$ cat config.mk
export PLATFORM = sky130hd
export DESIGN_NAME = program_space_address_gen
export DESIGN_NICKNAME = d
export VERILOG_FILES = /design/src/common/pspace_pkg.sv /design/src/hdl/program_space_address_gen.sv
export SDC_FILE = /design/constraint.sdc
export NUM_CORES = 1
export LEC_CHECK = 0
export BUFFER_PORTS_ARGS = -buffer_cell sky130_fd_sc_hd__buf_2
export CELL_PAD_IN_SITES_DETAIL_PLACEMENT = 1
export CELL_PAD_IN_SITES_GLOBAL_PLACEMENT = 1
export CORE_ASPECT_RATIO = 0.7
export CORE_MARGIN = 4
export CORE_UTILIZATION = 36
export DETAILED_ROUTE_END_ITERATION = 12
export PLACE_DENSITY = 0.77
export SETUP_SLACK_MARGIN = 0.3
export SLEW_MARGIN = 30
export SYNTH_ARGS = -nofsm -noshare
export SYNTH_HDL_FRONTEND = slang
export SYNTH_SLANG_ARGS = --single-unit
$ cat constraint.sdc
create_clock -name mclk -period 2.6 [get_ports mclk]
set_input_delay 0 -clock mclk [delete_from_list [all_inputs] [get_ports mclk]]
set_output_delay 0 -clock mclk [all_outputs]
set_load 0.01 [all_outputs]
$ cat src/common/pspace_pkg.sv
// constants and carrier types of the program space address generator
package pspace_pkg;

    // -------------------------------------------------------------------
    // widths
    // -------------------------------------------------------------------
    localparam int unsigned PADDR_W = 24;
    localparam int unsigned PC_W = 23;
    localparam int unsigned EA_W = 16;
    localparam int unsigned PAGE_W = 8;
    localparam int unsigned PWORD_W = 24;
    localparam int unsigned DWORD_W = 16;
    localparam int unsigned VIS_LOW_W = 15;
    localparam int unsigned AXI_ADDR_W = 8;
    localparam int unsigned AXI_DATA_W = 32;

    // -------------------------------------------------------------------
    // field positions
    // -------------------------------------------------------------------
    localparam int unsigned CFG_SEL_BIT = 7;
    localparam int unsigned EA_TOP_BIT = 15;
    localparam int unsigned ST_CFG_BIT = 24;
    localparam int unsigned ST_DENIED_BIT = 25;
    localparam int unsigned ST_ZERO_BIT = 26;

    // -------------------------------------------------------------------
    // register map (byte addresses) and reset values
    // -------------------------------------------------------------------
    localparam logic [7:0] REG_TABLE_PAGE = 8'h00;
    localparam logic [7:0] REG_VIS_PAGE = 8'h04;
    localparam logic [7:0] REG_STATUS = 8'h08;
    localparam logic [7:0] TABLE_PAGE_RESET = 8'h00;
    localparam logic [7:0] VIS_PAGE_RESET = 8'h00;
    localparam logic [23:0] USER_LIMIT_DEFAULT = 24'h015800;
    localparam logic [23:0] USER_SPACE_END = 24'h800000;

    localparam logic [1:0] AXI_OKAY = 2'h0;
    localparam logic [1:0] AXI_SLVERR = 2'h2;

    // -------------------------------------------------------------------
    // types
    // -------------------------------------------------------------------
    typedef enum logic [2:0] {
        op_fetch = 3'b000,
        op_table_read_op = 3'b001,
        op_table_write_op = 3'b010,
        op_data_read = 3'b011,
        op_data_write = 3'b100
    } op_t;

    typedef enum logic [1:0] {
        st_idle = 2'b00,
        st_issue = 2'b01,
        st_capture = 2'b10,
        st_done = 2'b11
    } st_t;

    typedef struct packed {
        logic valid;
        op_t op;
        logic upper;
        logic byte_mode;
        logic [EA_W-1:0] ea;
        logic [PC_W-1:0] pc;
        logic [DWORD_W-1:0] wdata;
    } cpu_req_t;

    typedef struct packed {
        logic valid;
        logic [PWORD_W-1:0] data;
        logic denied;
        logic zero;
    } cpu_resp_t;

    typedef struct packed {
        logic rd;
        logic wr;
        logic [PADDR_W-1:0] addr;
        logic [PWORD_W-1:0] wdata;
        logic [2:0] be;
    } flash_req_t;

endpackage : pspace_pkg

$ cat src/hdl/program_space_address_gen.sv
// program space address generator with its page registers on AXI4-Lite
//
// Contract
// - program addresses 24 bits, fetch from 23-bit counter
// - user code confined to lower half of space
// - table address is table page joined with address
// - table page top bit picks configuration memory
// - remap joins visibility page with low fifteen bits
// - remapped accesses never reach configuration memory
// - remapped window is read-only, writes refused
// - remapped read returns low sixteen bits only
// - table ops reach every byte, byte or word
// - 24-bit program words, 16-bit data, alignment kept
// - remap ignores address bit 15, uses page bit
`timescale 1ns/1ps
`default_nettype none

module program_space_address_gen
    import pspace_pkg::*;
#(
    parameter logic [23:0] USER_LIMIT = pspace_pkg::USER_LIMIT_DEFAULT
) (
    input wire logic mclk,
    input wire logic rstn,
    input wire pspace_pkg::cpu_req_t req,
    output logic req_ready,
    output pspace_pkg::cpu_resp_t resp,
    output pspace_pkg::flash_req_t flash,
    input wire logic [pspace_pkg::PWORD_W-1:0] flash_rdata,
    input wire logic awvalid,
    output logic awready,
    input wire logic [pspace_pkg::AXI_ADDR_W-1:0] awaddr,
    input wire logic wvalid,
    output logic wready,
    input wire logic [pspace_pkg::AXI_DATA_W-1:0] wdata,
    input wire logic [3:0] wstrb,
    output logic bvalid,
    input wire logic bready,
    output logic [1:0] bresp,
    input wire logic arvalid,
    output logic arready,
    input wire logic [pspace_pkg::AXI_ADDR_W-1:0] araddr,
    output logic rvalid,
    input wire logic rready,
    output logic [pspace_pkg::AXI_DATA_W-1:0] rdata,
    output logic [1:0] rresp
);
    import pspace_pkg::*;

    // -------------------------------------------------------------------
    // parameter check
    // -------------------------------------------------------------------
    generate
        if (USER_LIMIT > USER_SPACE_END) begin : g_bad_limit
            $error("user limit lies beyond the user half of program space");
        end
    endgenerate

    // -------------------------------------------------------------------
    // state
    // -------------------------------------------------------------------
    typedef struct packed {
        st_t st;
        logic req_ready;
        logic [PAGE_W-1:0] table_page;
        logic [PAGE_W-1:0] visibility_page;
        flash_req_t flash;
        cpu_resp_t resp;
        op_t op;
        logic upper;
        logic byte_mode;
        logic lsb;
        logic [PADDR_W-1:0] last_addr;
        logic last_cfg;
        logic last_denied;
        logic last_zero;
        logic awready;
        logic aw_held;
        logic [AXI_ADDR_W-1:0] aw_addr;
        logic wready;
        logic w_held;
        logic [AXI_DATA_W-1:0] wdata;
        logic [3:0] wstrb;
        logic bvalid;
        logic [1:0] bresp;
        logic arready;
        logic rvalid;
        logic [AXI_DATA_W-1:0] rdata;
        logic [1:0] rresp;
    } state_t;

    function automatic state_t reset_value();
        state_t r;
        r = '0;
        r.st = st_idle;
        r.req_ready = 1'b1;
        r.table_page = TABLE_PAGE_RESET;
        r.visibility_page = VIS_PAGE_RESET;
        r.awready = 1'b1;
        r.wready = 1'b1;
        r.arready = 1'b1;
        return r;
    endfunction : reset_value

    localparam state_t STATE_RESET = reset_value();

    // -------------------------------------------------------------------
    // helpers
    // -------------------------------------------------------------------
    // register index: 0 table page, 1 visibility page, 2 status, 3 none
    function automatic logic [1:0] reg_index(input logic [7:0] a);
        logic [1:0] idx;
        idx = 2'h3;
        if (a == REG_TABLE_PAGE) begin
            idx = 2'h0;
        end else if (a == REG_VIS_PAGE) begin
            idx = 2'h1;
        end else if (a == REG_STATUS) begin
            idx = 2'h2;
        end
        return idx;
    endfunction : reg_index

    // picks the lanes of a program word that the access asked for
    function automatic logic [PWORD_W-1:0] shape(
        input op_t op,
        input logic upper,
        input logic byte_mode,
        input logic lsb,
        input logic [PWORD_W-1:0] w
    );
        logic [PWORD_W-1:0] d;
        d = '0;
        unique case (op)
            op_fetch: begin
                d = w;
            end
            op_data_read: begin
                d = {8'h00, w[15:0]};
            end
            op_table_read_op: begin
                if (upper) begin
                    d = {16'h0000, w[23:16]};
                end else if (byte_mode) begin
                    d = {16'h0000, (lsb ? w[15:8] : w[7:0])};
                end else begin
                    d = {8'h00, w[15:0]};
                end
            end
            default: begin
                d = '0;
            end
        endcase
        return d;
    endfunction : shape

    // -------------------------------------------------------------------
    // next state
    // -------------------------------------------------------------------
    state_t s;
    state_t next_s;

    always_comb begin
        logic [PADDR_W-1:0] a;
        logic want_rd;
        logic want_wr;
        logic refuse;
        logic present;
        a = '0;
        want_rd = 1'b0;
        want_wr = 1'b0;
        refuse = 1'b0;
        present = 1'b0;
        next_s = s;
        next_s.flash.rd = 1'b0;
        next_s.flash.wr = 1'b0;

        // register bus, write side: address and data in either order
        if (awvalid && s.awready) begin
            next_s.aw_addr = awaddr;
            next_s.aw_held = 1'b1;
            next_s.awready = 1'b0;
        end
        if (wvalid && s.wready) begin
            next_s.wdata = wdata;
            next_s.wstrb = wstrb;
            next_s.w_held = 1'b1;
            next_s.wready = 1'b0;
        end
        if (s.aw_held && s.w_held && !s.bvalid) begin
            next_s.bvalid = 1'b1;
            next_s.bresp = AXI_OKAY;
            next_s.aw_held = 1'b0;
            next_s.w_held = 1'b0;
            unique case (reg_index(s.aw_addr))
                2'h0: begin
                    if (s.wstrb[0]) begin
                        next_s.table_page = s.wdata[PAGE_W-1:0];
                    end
                end
                2'h1: begin
                    if (s.wstrb[0]) begin
                        next_s.visibility_page = s.wdata[PAGE_W-1:0];
                    end
                end
                2'h2: begin
                    // status is read-only; the write is dropped quietly
                end
                2'h3: begin
                    next_s.bresp = AXI_SLVERR;
                end
            endcase
        end
        if (s.bvalid && bready) begin
            next_s.bvalid = 1'b0;
            next_s.awready = 1'b1;
            next_s.wready = 1'b1;
        end

        // register bus, read side
        if (arvalid && s.arready) begin
            next_s.arready = 1'b0;
            next_s.rvalid = 1'b1;
            next_s.rresp = AXI_OKAY;
            unique case (reg_index(araddr))
                2'h0: begin
                    next_s.rdata = {24'h000000, s.table_page};
                end
                2'h1: begin
                    next_s.rdata = {24'h000000, s.visibility_page};
                end
                2'h2: begin
                    next_s.rdata = '0;
                    next_s.rdata[PADDR_W-1:0] = s.last_addr;
                    next_s.rdata[ST_CFG_BIT] = s.last_cfg;
                    next_s.rdata[ST_DENIED_BIT] = s.last_denied;
                    next_s.rdata[ST_ZERO_BIT] = s.last_zero;
                end
                2'h3: begin
                    next_s.rdata = '0;
                    next_s.rresp = AXI_SLVERR;
                end
            endcase
        end
        if (s.rvalid && rready) begin
            next_s.rvalid = 1'b0;
            next_s.arready = 1'b1;
        end

        // access sequencer
        unique case (s.st)
            st_idle: begin
                if (req.valid) begin
                    next_s.req_ready = 1'b0;
                    next_s.op = req.op;
                    next_s.upper = req.upper;
                    next_s.byte_mode = req.byte_mode;
                    next_s.lsb = req.ea[0];
                    unique case (req.op)
                        op_fetch: begin
                            // top bit forced low keeps fetches in user space
                            a = {1'b0, req.pc[PC_W-1:1], 1'b0};
                            want_rd = 1'b1;
                        end
                        op_table_read_op: begin
                            a = {s.table_page, req.ea};
                            want_rd = 1'b1;
                        end
                        op_table_write_op: begin
                            a = {s.table_page, req.ea};
                            want_wr = 1'b1;
                        end
                        op_data_read: begin
                            if (req.ea[EA_TOP_BIT]) begin
                                // ea bit 15 dropped, page bit 0 lands there
                                a = {1'b0, s.visibility_page,
                                     req.ea[VIS_LOW_W-1:0]};
                                want_rd = 1'b1;
                            end else begin
                                refuse = 1'b1;
                            end
                        end
                        op_data_write: begin
                            refuse = 1'b1;
                        end
                        default: begin
                            refuse = 1'b1;
                        end
                    endcase
                    present = a[CFG_SEL_BIT+16] || (a < USER_LIMIT);
                    next_s.last_addr = a;
                    next_s.last_cfg = a[CFG_SEL_BIT+16];
                    next_s.last_denied = refuse;
                    next_s.last_zero = want_rd && !present;
                    next_s.resp = '0;
                    next_s.st = st_done;
                    if (want_rd && present) begin
                        next_s.flash.rd = 1'b1;
                        next_s.flash.addr = a;
                        next_s.st = st_issue;
                    end else if (want_wr && present) begin
                        next_s.flash.wr = 1'b1;
                        next_s.flash.addr = a;
                        if (req.upper) begin
                            next_s.flash.wdata = {req.wdata[7:0], 16'h0000};
                            next_s.flash.be = 3'b100;
                        end else if (req.byte_mode) begin
                            next_s.flash.wdata = {8'h00, req.wdata[7:0],
                                                  req.wdata[7:0]};
                            next_s.flash.be = req.ea[0] ? 3'b010 : 3'b001;
                        end else begin
                            next_s.flash.wdata = {8'h00, req.wdata};
                            next_s.flash.be = 3'b011;
                        end
                        next_s.resp.valid = 1'b1;
                    end else begin
                        // unimplemented reads answer zero without error
                        next_s.resp.valid = 1'b1;
                        next_s.resp.denied = refuse;
                        next_s.resp.zero = want_rd;
                    end
                end
            end
            st_issue: begin
                // flash answers one cycle after its read strobe
                next_s.st = st_capture;
            end
            st_capture: begin
                next_s.resp.valid = 1'b1;
                next_s.resp.data = shape(s.op, s.upper, s.byte_mode, s.lsb,
                                         flash_rdata);
                next_s.st = st_done;
            end
            st_done: begin
                next_s.resp.valid = 1'b0;
                next_s.req_ready = 1'b1;
                next_s.st = st_idle;
            end
        endcase
    end

    // -------------------------------------------------------------------
    // registers
    // -------------------------------------------------------------------
    always_ff @(posedge mclk or negedge rstn) begin
        if (!rstn) begin
            s <= STATE_RESET;
        end else begin
            s <= next_s;
        end
    end

    // -------------------------------------------------------------------
    // outputs, all straight from the state register
    // -------------------------------------------------------------------
    assign req_ready = s.req_ready;
    assign resp = s.resp;
    assign flash = s.flash;
    assign awready = s.awready;
    assign wready = s.wready;
    assign bvalid = s.bvalid;
    assign bresp = s.bresp;
    assign arready = s.arready;
    assign rvalid = s.rvalid;
    assign rdata = s.rdata;
    assign rresp = s.rresp;

endmodule : program_space_address_gen

`default_nettype wire

# Word level (Yosys, flattened, before mapping)
# Cells that the tools add are included.
[classes] n_lt_le_gt_ge=1 eq_ne=18 mux=56 bitwise=1 n_reduce_logical=41
[op_table] op="$pmux 24 s3" n=2
[op_table] op="$pmux 32 s4" n=1
[op_table] op="$mux 113" n=1
[op_table] op="$mux 24" n=4
[op_table] op="$mux 53" n=1
[op_table] op="$mux 52" n=1
[op_table] op="$pmux 24 s2" n=1
[op_table] op="$mux 38" n=1
[op_table] op="$mux 36" n=1
[op_table] op="$mux 28" n=1
[op_table] op="$mux 27" n=1
[op_table] op="$mux 2" n=13
[op_table] op="$lt 24x17->1 const B" n=1
[op_table] op="$mux 23" n=1
[op_table] op="$mux 19" n=1
[op_table] op="$reduce_bool 2->1" n=9
[op_table] op="$eq 8x3->1 const B" n=2
[op_table] op="$eq 8x4->1 const B" n=2
[op_table] op="$logic_not 8->1" n=2
[op_table] op="$mux 1" n=16
[op_table] op="$mux 16" n=1
[op_table] op="$eq 2x2->1 const B" n=5
[op_table] op="$logic_and 1x1->1" n=10
[op_table] op="$mux 10" n=1
[op_table] op="other kinds (20)" n=38
[totals] register_bits=219 inputBits=144 output_inout_bits=122 wordCells=151

# Longest topological paths before layout
# Gate-level depths: netlist of run 1.
[depth] ltp_word=12 ltp_mapped=11 ltp_nobuf=8

# Worst setup path before layout of run 1
# Ideal clock, no wire load.
[synth_path] path_kind="register -> register" from="register s[217] (netlist bit)" to="register s (netlist bit flash[10])" setup_time_ns=0.125 arrival_time_ns=2.737 required_time_ns=2.475 slack_ns=-0.263 stages_incl_launch_ff=12 path_cell_list="dfrtp_1 > inv_1 > ha_1 > buf_6 > and2_4 > buf_6 > nand2b_4 > or3b_4 > or4_4 > o22ai_4 > buf_8 > mux2_4"
[synth_between] elab_chain_cells=2
[synth_rtl] item="start: declaration" line_no="program_space_address_gen.sv:160" text="state_t s;"
[synth_rtl] item="start signal: assignment" line_no="program_space_address_gen.sv:349" text="s <= next_s;"
[synth_rtl] item="$logic_not 2->1" line_no="program_space_address_gen.sv:251" text="unique case (s.st)"
[synth_rtl] item="$reduce_and 4->1 (no line)"
# No other way between the ends.
# A chain may end at the register's enable or synchronous reset.

# Final worst setup path of run 1
[layout_path] from="register s[205] (netlist bit)" to="register s (netlist bit flash[48])"
[layout_between] elab_chain_cells=9 elab_cells_between_ends=11 cone_classes="order compare: 1; mux: 5; reduce/logical: 5"
[layout_rtl] item="$mux 23 (*)" line_no="program_space_address_gen.sv:274" text="if (req.ea[EA_TOP_BIT]) begin"
[layout_rtl] item="$pmux 24 s3 (*)" line_no="program_space_address_gen.sv:259" text="unique case (req.op)"
[layout_rtl] item="$mux 24 (*)" line_no="program_space_address_gen.sv:253" text="if (req.valid) begin"
[layout_rtl] item="$mux 24 (*)" line_no="program_space_address_gen.sv:251"
[layout_rtl] item="$lt 24x17->1 (*)" line_no="program_space_address_gen.sv:290" text="present = a[CFG_SEL_BIT+16] || (a < USER_LIMIT);"
[layout_rtl] item="$logic_or 1x1->1 (*)" line_no="program_space_address_gen.sv:290"
[layout_rtl] item="$logic_and 1x1->1 (on tied branches)" line_no="program_space_address_gen.sv:297, program_space_address_gen.sv:301"
[layout_rtl] item="$reduce_bool 2->1 (no line)"
[layout_rtl] item="$reduce_and 3->1 (no line)"
# Mark *: on every way between the ends. The rest lies on a longest branch, timed or not. The select of a mux whose other input is x is not followed.

==> out/metrics.cfg, run 1 <==
[floorplan]
rows = 48
die-area_um2 = 28300
die_y_um = 142
coreArea_um2 = 24900
pin_count = 266
fp.dieW_um = 199
start_util_pct = 37.0

[yosys]
netlist.area_leader.share_pct = 48.6
synthFlopType = dfrtp_1
yosys_warnings = 0
synthAdderAreaFrac_pct = 0.407
synth_edf_count = 0
yosys.area_share.simple_pct = 13.0
synth_compound_area_share_pct = 13.2
synth_top_family_by_area = compound AO/OA/AOI/OAI gates
synth_area_um2 = 9210
netlist_instances = 893
synth_xor_area_share_pct = 0.190
seq_area_frac_synth_pct = 49.8
async_reset_ff_share_pct = 100
ys_ff_latch = 183
synth.area.mux_share_pct = 10.2
synth.area.top_cells = dfrtp_1, buf_4, mux2_2
syn_area_per_cell_um2 = 10.3
synth_area_leader_cell = dfrtp_1
ys_types = 63

[placement]
portBuffers = 230
place_congestion = 0.841
place_hpwl_mm = 20.9
placed_area_um2 = 10200

[sta]
tightestPinTransition_ps = 892
rsz0062_at_grt = true
min_period_ps = 2840
setup_viol = 52
hold_ws_ps = 19.1
drv_slew = 0
setup_ws_ps = -239
max_freq_mhz = 352
max_slew_margin_pct = 40.2
period_share_pct = 109
hold_violations = 0
setup_tns_ps = -8700
finClkSkew_ps = 13.1

[pwr]
p_leak_nw = 6.02
clockPowerShare_pct = 24.9
p_seq_share_pct = 41.7
combPwrFrac_pct = 33.4
irDropWorstVdd_v = 0.000662
switching_share_pct = 35.3
switchingPower_w = 0.00386
internal-power_w = 0.00707
power.density_nw_per_um2 = 917

[worst_setup_path]
startpoint_type = flip-flop
ff2ff_path_depth = 9
endpoint_kind = flip-flop
critical_path_class = flip-flop to flip-flop
r2r-start = s[205]
regToRegSetupSlack_ps = -240
critPathRequiredTime_ps = 2950
cp_max_fo = 7
r2r_end = flash[48]
cp_data_arrival_time_ps = 3190

[clock_network]
clock_path_buffers = 2
path_clk_slew_ps = 80
clock-sinks = 183
clock-root-buffer = clkbuf_16
insertion_delay_ps = 440
htree_levels = 4
cts_tree = done
cts_inserted_buffers = 17

[detailed_routing]
viasPerCell = 5.08
drc = 0
avgRoutedWirePerCell_um = 20.4
detail-route-antenna-nets = 0
drtIter0Drc = 441
finalWirelength_mm = 29.8
detail_route.first_pass.iterations = 5
via_count = 7433

[finish]
nFillCells = 2764
antenna_cells = 0
drive_above_1_share_pct = 36.9
layout_common_cells = buf_2, dfrtp_1, nand2_1, dlygate4sd3_1, nor2_1
layout_commonest_cell = buf_2
fin_area_um2 = 11900
syn2layout_area_growth_pct = 29.3
nets = 1272

[job]
max-cap-violations = 0

[global_route]
grt.overflow.total = 0
grt_usage_pct = 21.3
antenna_found_initial = 1
grt_pass1_vias = 7970
grt_pass1_wl_mm = 46.8
grt_max_degree = 81

[run_status]
outcome = finished with violations
violations = setup timing

[worst_hold_path]
hp-class = primary input to flip-flop
holdPathStages = 4
holdPathEnd = s[92]
worstHoldStart = req[41]

==> logic make-up (layout without fill, tap and decap cells) <==
| group | Yosys count | in the layout |
|---|---|---|
| XOR/XNOR | 2 | 2 |
| AND/OR/NAND/NOR | 261 | 261 |
| flip-flops | 183 | 183 |
| AO/OA/AOI/OAI | 168 | 168 |
| multiplexers | 82 | 82 |
| buffers and inverters | 193 | 432 |
| other | 1 | 7 |
| adder cells (fa/ha/maj) | 3 | 3 |
==> routing by layer <==
metal | vias to the layer above | track usage [%] | share of wire (%) | wire length, um
li1 | 3422 | - | - | -
met1 | 3745 | 30.7 | 47 | 14000
met4 | 2 | 4.35 | 1.1 | 329
met5 | - | 0 | 0.023 | 7
met2 | 239 | 33.0 | 46 | 13600
met3 | 25 | 5.20 | 6.4 | 1910
==> worst max-delay path, stage by stage, from the launching register on <==
cell,delay (ps)
dfrtp_1,380
or4_4,530
a2111o_1,440
buf_4,140
buf_4,140
or4_4,420
o21ai_4,180
buf_8,170
buf_6,140
mux2i_1,200
==> stage by stage <==
step / worst slack [ps] / utilization [%] / power, W / std cells
after global placement: -134 / 41.0 / 0.00784 / 1340
after global routing: -299 / 47.8 / 0.0116 / 1463
after CTS: -184 / 47.4 / 0.0110 / 1457
after detailed placement: -167 / 41.0 / 0.00802 / 1340
final: -239 / 47.8 / 0.0109 / 1463
after floorplan: -179 / - / 0.00718 / 899
==> state kept, by name, summed over array words and instances (netlist names) <==
name       flops
bresp          1
resp          27
s             69
bvalid         1
flash         53
wready         1
req_ready      1
awready        1
arready        1
rdata         26
rresp          1
rvalid         1
==> timing repair <==
action,4_1_cts,5_1_grt
hold buffers,71,0
gates resized for setup,29,5
setup buffers,12,6
endpoints found under the hold margin,154,0
gates cloned,2,0
endpoints found under the setup margin,55,55
pin swaps,5,1
==> worst max-delay path by stage <==
stage	end	cells after the start	from
5_1_grt	flash[20]	10	s[205]
2_1_floorplan	flash[10]	6	s[203]
4_1_cts	flash[25]	10	s[205]
3_3_place_gp	flash[3]	6	s[203]
6_report	flash[48]	9	s[205]
3_5_place_dp	flash[3]	6	s[203]
==> power by group through the flow <==
stage | registers (W) | clock network [W] | logic (W)
floorplan | 0.00430 | 0 | 0.00288
global placement | 0.00453 | 0 | 0.00332
detailed placement | 0.00457 | 0 | 0.00345
CTS | 0.00455 | 0.00279 | 0.00363
global route | 0.00468 | 0.00293 | 0.00402
finish | 0.00455 | 0.00272 | 0.00365
==> synthesized netlist by cell type (13+ instances only) <==
cell / count
nand2_1: 126
a21oi_1: 40
inv_1: 35
a21o_1: 14
mux2_2: 50
a22o_1: 26
clkbuf_1: 25
nor2b_1: 13
mux2i_1: 21
buf_4: 117
nor2_1: 45
o21ai_0: 24
dfrtp_1: 179
nand3_1: 32
==> cell type report <==
cell class,count,area [um^2],area share [%]
inverters,35,131,1.10
flip-flops and latches,183,4580,38.5
clock buffers,19,433,3.63
well taps,325,407,3.41
repair buffers,365,2570,21.6
clock inverters,13,171,1.44
multi-input cells,523,3610,30.3
(Power assumes the default switching activity.)
==> run 2: changes to the inputs <==
RECOVER_POWER = 25   (was default)
clock period = 2.5 ns   (was 2.6 ns; I/O delays follow)
==> out/metrics.cfg, run 2 (same netlist as run 1, synthesis figures left out) <==
[job]
max-cap-violations = 1  ; was 0

[worst_setup_path]
cp_max_fo = 3  ; was 7
cp_data_arrival_time_ps = 3030  ; was 3190 ps
critical_path_class = flip-flop to flip-flop  ; unchanged
startpoint_type = flip-flop  ; unchanged
endpoint_kind = flip-flop  ; unchanged
critPathRequiredTime_ps = 2830  ; was 2950 ps

[global_route]
use_met3_pct = 5.55  ; was 5.20%
antenna_found_initial = 1  ; unchanged
grt_usage_pct = 21.0  ; was 21.3%
top_usage_layer = met2  ; unchanged
grt_pass1_wl_mm = 45.9  ; was 46.8 mm
grt_max_degree = 77  ; was 81
grt.overflow.total = 0  ; unchanged
grt_pass1_vias = 7896  ; was 7970
use_met1_pct = 30.3  ; was 30.7%
grtUsageMet2_pct = 31.3  ; was 33.0%

[finish]
nets = 1284  ; was 1272
fin_area_um2 = 12000  ; was 11900 um^2
layout_commonest_cell = buf_2  ; unchanged
syn2layout_area_growth_pct = 29.9  ; was 29.3%
layout_common_cells = buf_2, dfrtp_1, nand2_1, dlygate4sd3_1, buf_4  ; was buf_2, dfrtp_1, nand2_1, dlygate4sd3_1, nor2_1
largest_register = s  ; unchanged
antenna_cells = 0  ; unchanged
nFillCells = 2767  ; was 2764
drive_above_1_share_pct = 36.4  ; was 36.9%
largest_register_ffs = 69  ; unchanged
seqCellArea_um2 = 4580  ; unchanged
multi_input_area_um2 = 3610  ; about the same

[placement]
place_congestion = 0.851  ; was 0.841
place_hpwl_mm = 20.6  ; was 20.9 mm
portBuffers = 230  ; unchanged
place_ws_ps = -249  ; was -167 ps
placed_area_um2 = 10300  ; was 10200 um^2

[sta]
min_period_ps = 2700  ; was 2840 ps
tightestPinTransition_ps = 2000  ; was 892 ps
max_freq_mhz = 370  ; was 352 MHz
hold_ws_ps = 26.0  ; was 19.1 ps
setup_ws_ps = -203  ; was -239 ps
period_share_pct = 108  ; was 109%
rsz0062_at_grt = true  ; unchanged
setup_viol = 51  ; was 52
drv_slew = 77  ; was 0
hold_violations = 0  ; unchanged
max_slew_margin_pct = -33.5  ; was 40.2%
finClkSkew_ps = 11.4  ; was 13.1 ps
setup_tns_ps = -8010  ; was -8700 ps

[clock_network]
htree_levels = 4  ; unchanged
cts_tree = done  ; unchanged
clock-root-buffer = clkbuf_16  ; unchanged
clock-sinks = 183  ; unchanged
clock_path_buffers = 2  ; unchanged
insertion_delay_ps = 450  ; was 440 ps
cts_inserted_buffers = 17  ; unchanged
path_clk_slew_ps = 70  ; was 80 ps

[detailed_routing]
viasPerCell = 4.98  ; was 5.08
detail-route-antenna-nets = 0  ; unchanged
avgRoutedWirePerCell_um = 19.9  ; was 20.4 um
detail_route.first_pass.iterations = 4  ; was 5
via_count = 7346  ; was 7433
drc = 0  ; unchanged
finalWirelength_mm = 29.4  ; was 29.8 mm
drtIter0Drc = 337  ; was 441

[floorplan]
coreArea_um2 = 24900  ; unchanged
start_util_pct = 37.0  ; unchanged
pin_count = 266  ; unchanged
die-area_um2 = 28300  ; unchanged
rows = 48  ; unchanged
fp.dieW_um = 199  ; unchanged
die_y_um = 142  ; unchanged

[run_status]
outcome = finished with violations  ; unchanged
violations = capacitance limit, slew limit, setup timing  ; was setup timing

[pwr]
fin_total_pwr_w = 0.0113  ; was 0.0109 W
irDropWorstVdd_v = 0.000568  ; was 0.000662 V
power.density_nw_per_um2 = 948  ; was 917 nW/um^2
p_leak_nw = 6.05  ; was 6.02 nW

[worst_hold_path]
hp-class = primary input to flip-flop  ; unchanged

## run 2: cell count changes in the layout (fill, tap and decap cells not counted), sizes merged
cell | previous run | this run
inv | 38 | 39
buf | 293 | 292
dlygate4sd3 | 71 | 79
clkinv | 3 | 6
clkinvlp | 4 | 1
bufinv | 3 | 2
clkbuf | 20 | 25
## run 2: critical path, cell delays in order, from the launching register on
cell      delay, ps
dfrtp_1         390
or4_4           540
a2111o_1        410
or4_4           440
o22ai_4         190
buf_12          140
buf_16          110
buf_12          100
mux2_4          280
## run 2: final timing paths
check | from | slack (ps) | end | cells after the start
worst max register to register | s[205] | -200 | flash[10] | 8
min in group asynchronous | rstn | 650 | rdata[10] | 2
worst min register to register | rdata[18] | 470 | rdata[18] | 2
max in group asynchronous | rstn | 480 | awready | 3
worst max-delay path | s[205] | -200 | flash[10] | 8
worst min-delay path | req[41] | 30 | s[92] | 4
## run 2: repair_timing
action                                  CTS  global route
resized for setup                        23            10
hold buffers                             79             0
gates cloned                              3             0
endpoints found under the hold margin   160             0
setup buffers                             9             4
pin swaps                                 5             2
endpoints found under the setup margin   52            76
## run 2: area by class of cell
cell class                 count  area share (%)
clock buffer                  19            3.70
clock inverter                13            1.20
inverter                      35            1.10
multi-input combinational    523            30.2
sequential                   183            38.3
tap                          325            3.40
timing repair buffer         377            22.1
## run 2: stage by stage
step           cells  util [%]
3_3_place_gp    1348      41.2
2_1_floorplan    899         -
3_5_place_dp    1348      41.2
6_report        1475      48.0
5_1_grt         1475      48.0
4_1_cts         1471      47.8
## run 2: layer usage
layer	part of all wire [%]	vias to the layer above	wire length, um
li1	-	3439	-
met5	0.044	-	13
met3	5.8	37	1710
met2	44	190	12800
met4	1.6	2	476
met1	49	3678	14400
## run 2: report_power, final
group / internal [W] / switching, W / leakage, nW
registers: 0.00397 / 0.000766 / 2.38
clock network: 0.00151 / 0.00127 / 0.288
logic: 0.00181 / 0.00202 / 3.39
==> run 3: changes to the inputs <==
RECOVER_POWER = default   (was 25)
==> out/metrics.cfg, run 3 (same netlist as run 1, synthesis figures left out) <==
[placement]
place_ws_ps = -249  ; unchanged
placed_cells = 1348  ; unchanged
place_hpwl_mm = 20.6  ; unchanged
place_congestion = 0.851  ; unchanged
placed_area_um2 = 10300  ; unchanged
portBuffers = 230  ; unchanged

[worst_setup_path]
ff2ff_path_depth = 8  ; unchanged
critPathRequiredTime_ps = 2830  ; about the same
critical_path_class = flip-flop to flip-flop  ; unchanged
cp_data_arrival_time_ps = 3030  ; about the same
cp_slowest_stage_delay_ps = 540  ; about the same
critical_path.startpoint = s[205]  ; unchanged
crit_slowest_cell = or4_4  ; unchanged
r2r_end = flash[10]  ; unchanged
crit_chain = or4_4, a2111o_1, or4_4, o22ai_4, buf_12, buf_16, buf_12, mux2_4  ; unchanged
critPathBufInv = 3  ; unchanged
cp_max_fo = 3  ; unchanged
cp_top_family = simple AND/OR/NAND/NOR gates  ; unchanged
r2r-start = s[205]  ; unchanged
startpoint_type = flip-flop  ; unchanged
regToRegSetupSlack_ps = -200  ; about the same
endpoint_kind = flip-flop  ; unchanged

[global_route]
grt_max_degree = 77  ; unchanged
grt_pass1_wl_mm = 45.9  ; unchanged
antenna_found_initial = 1  ; unchanged
grt_pass1_vias = 7896  ; unchanged
grt.overflow.total = 0  ; unchanged
grt_usage_pct = 21.0  ; unchanged

[sta]
setup_viol = 51  ; unchanged
tightestPinTransition_ps = 782  ; was 2000 ps
setup_ws_ps = -204  ; was -203 ps
min_period_ps = 2700  ; about the same
period_share_pct = 108  ; about the same
setup_tns_ps = -8060  ; was -8010 ps
finClkSkew_ps = 13.0  ; was 11.4 ps
drv_slew = 0  ; was 77
max_freq_mhz = 370  ; about the same
hold_violations = 0  ; unchanged
hold_ws_ps = 23.2  ; was 26.0 ps
rsz0062_at_grt = true  ; unchanged
max_slew_margin_pct = 47.7  ; was -33.5%

[pwr]
switching_share_pct = 35.6  ; was 35.7%
p_leak_nw = 6.08  ; was 6.05 nW
irDropWorstVdd_v = 0.000564  ; was 0.000568 V
switchingPower_w = 0.00404  ; was 0.00405 W
combPwrFrac_pct = 33.8  ; was 33.7%
internal-power_w = 0.00731  ; was 0.00730 W
power.density_nw_per_um2 = 946  ; was 948 nW/um^2
p_seq_share_pct = 41.8  ; about the same
clockPowerShare_pct = 24.5  ; about the same

[finish]
largest_register_ffs = 69  ; unchanged
drive_above_1_share_pct = 37.0  ; was 36.4%
finalNonFillerCells = 1475  ; unchanged
layout_commonest_cell = buf_2  ; unchanged
largest_register = s  ; unchanged
antenna_cells = 0  ; unchanged
fin_area_um2 = 12000  ; about the same
nFillCells = 2762  ; was 2767
syn2layout_area_growth_pct = 30.3  ; was 29.9%
nets = 1284  ; unchanged
layout_common_cells = buf_2, dfrtp_1, nand2_1, dlygate4sd3_1, buf_4  ; unchanged

[detailed_routing]
detail-route-antenna-nets = 0  ; unchanged
drc = 0  ; unchanged
finalWirelength_mm = 29.4  ; about the same
avgRoutedWirePerCell_um = 19.9  ; about the same
viasPerCell = 5.00  ; was 4.98
detail_route.first_pass.iterations = 4  ; unchanged
via_count = 7372  ; was 7346
drtIter0Drc = 297  ; was 337

[worst_hold_path]
holdPathEnd = s[92]  ; unchanged
holdPathStages = 4  ; unchanged
worstHoldStart = req[41]  ; unchanged
hp-class = primary input to flip-flop  ; unchanged

[clock_network]
insertion_delay_ps = 450  ; about the same
clock-sinks = 183  ; unchanged
htree_levels = 4  ; unchanged
path_clk_slew_ps = 70  ; about the same
cts_tree = done  ; unchanged
clock_path_buffers = 2  ; unchanged
clock-root-buffer = clkbuf_16  ; unchanged
cts_inserted_buffers = 17  ; unchanged

[run_status]
violations = setup timing  ; was capacitance limit, slew limit, setup timing
outcome = finished with violations  ; unchanged

[floorplan]
rows = 48  ; unchanged
fp.dieW_um = 199  ; unchanged
die-area_um2 = 28300  ; unchanged
pin_count = 266  ; unchanged
coreArea_um2 = 24900  ; unchanged
die_y_um = 142  ; unchanged
start_util_pct = 37.0  ; unchanged

[job]
max-cap-violations = 0  ; was 1

[run 3: how the worst max path moves through the flow]
stage	end	slack [ps]	cells after the start
finish	flash[10]	-200	8
global route	flash[21]	-310	9
floorplan	flash[10]	-280	6
CTS	flash[25]	-210	9
detailed placement	flash[1]	-250	6
global placement	flash[5]	-230	6
[run 3: worst min-delay path, delay by kind of cell]
family	cells	cell delay [ps]
and+or+nand+nor	1	170
AOI/OAI and AO/OA	2	190
buffers and inverters	1	80
[run 3: power groups by stage]
stage | clock [W] | sequential, W | combinational (W)
after CTS | 0.00285 | 0.00473 | 0.00381
after floorplan | 0 | 0.00447 | 0.00299
after detailed placement | 0 | 0.00476 | 0.00362
after global routing | 0.00299 | 0.00488 | 0.00424
final | 0.00278 | 0.00474 | 0.00384
after global placement | 0 | 0.00472 | 0.00348
[run 3: what timing repair did]
item                                   CTS  global route
gates resized for setup                 23            10
setup endpoints to repair               52            76
gates cloned                             3             0
pin swaps                                5             2
hold buffers                            79             0
setup buffers                            9             4
endpoints found under the hold margin  160             0
[run 3: cell type report]
cell class / count / area [um^2] / area share, %
sequential: 183 / 4580 / 38.2
multi-input combinational: 523 / 3610 / 30.1
timing repair buffer: 377 / 2680 / 22.3
clock buffer: 19 / 443 / 3.69
tap: 325 / 407 / 3.39
clock inverter: 13 / 144 / 1.20
inverter: 35 / 131 / 1.09
[run 3: routing by layer]
layer  vias up  share of wire (%)  GRT usage [%]
met5         -              0.044              0
met4         2                1.5           5.25
met3        32                6.1           5.55
met2       208                 44           31.3
met1      3691                 49           30.3
li1       3439                  -              -
[run 3: metrics by stage]
step	total power [W]	util, %
floorplan	0.00746	-
global placement	0.00820	41.2
detailed placement	0.00838	41.2
CTS	0.0114	47.8
global route	0.0121	48.2
finish	0.0114	48.2
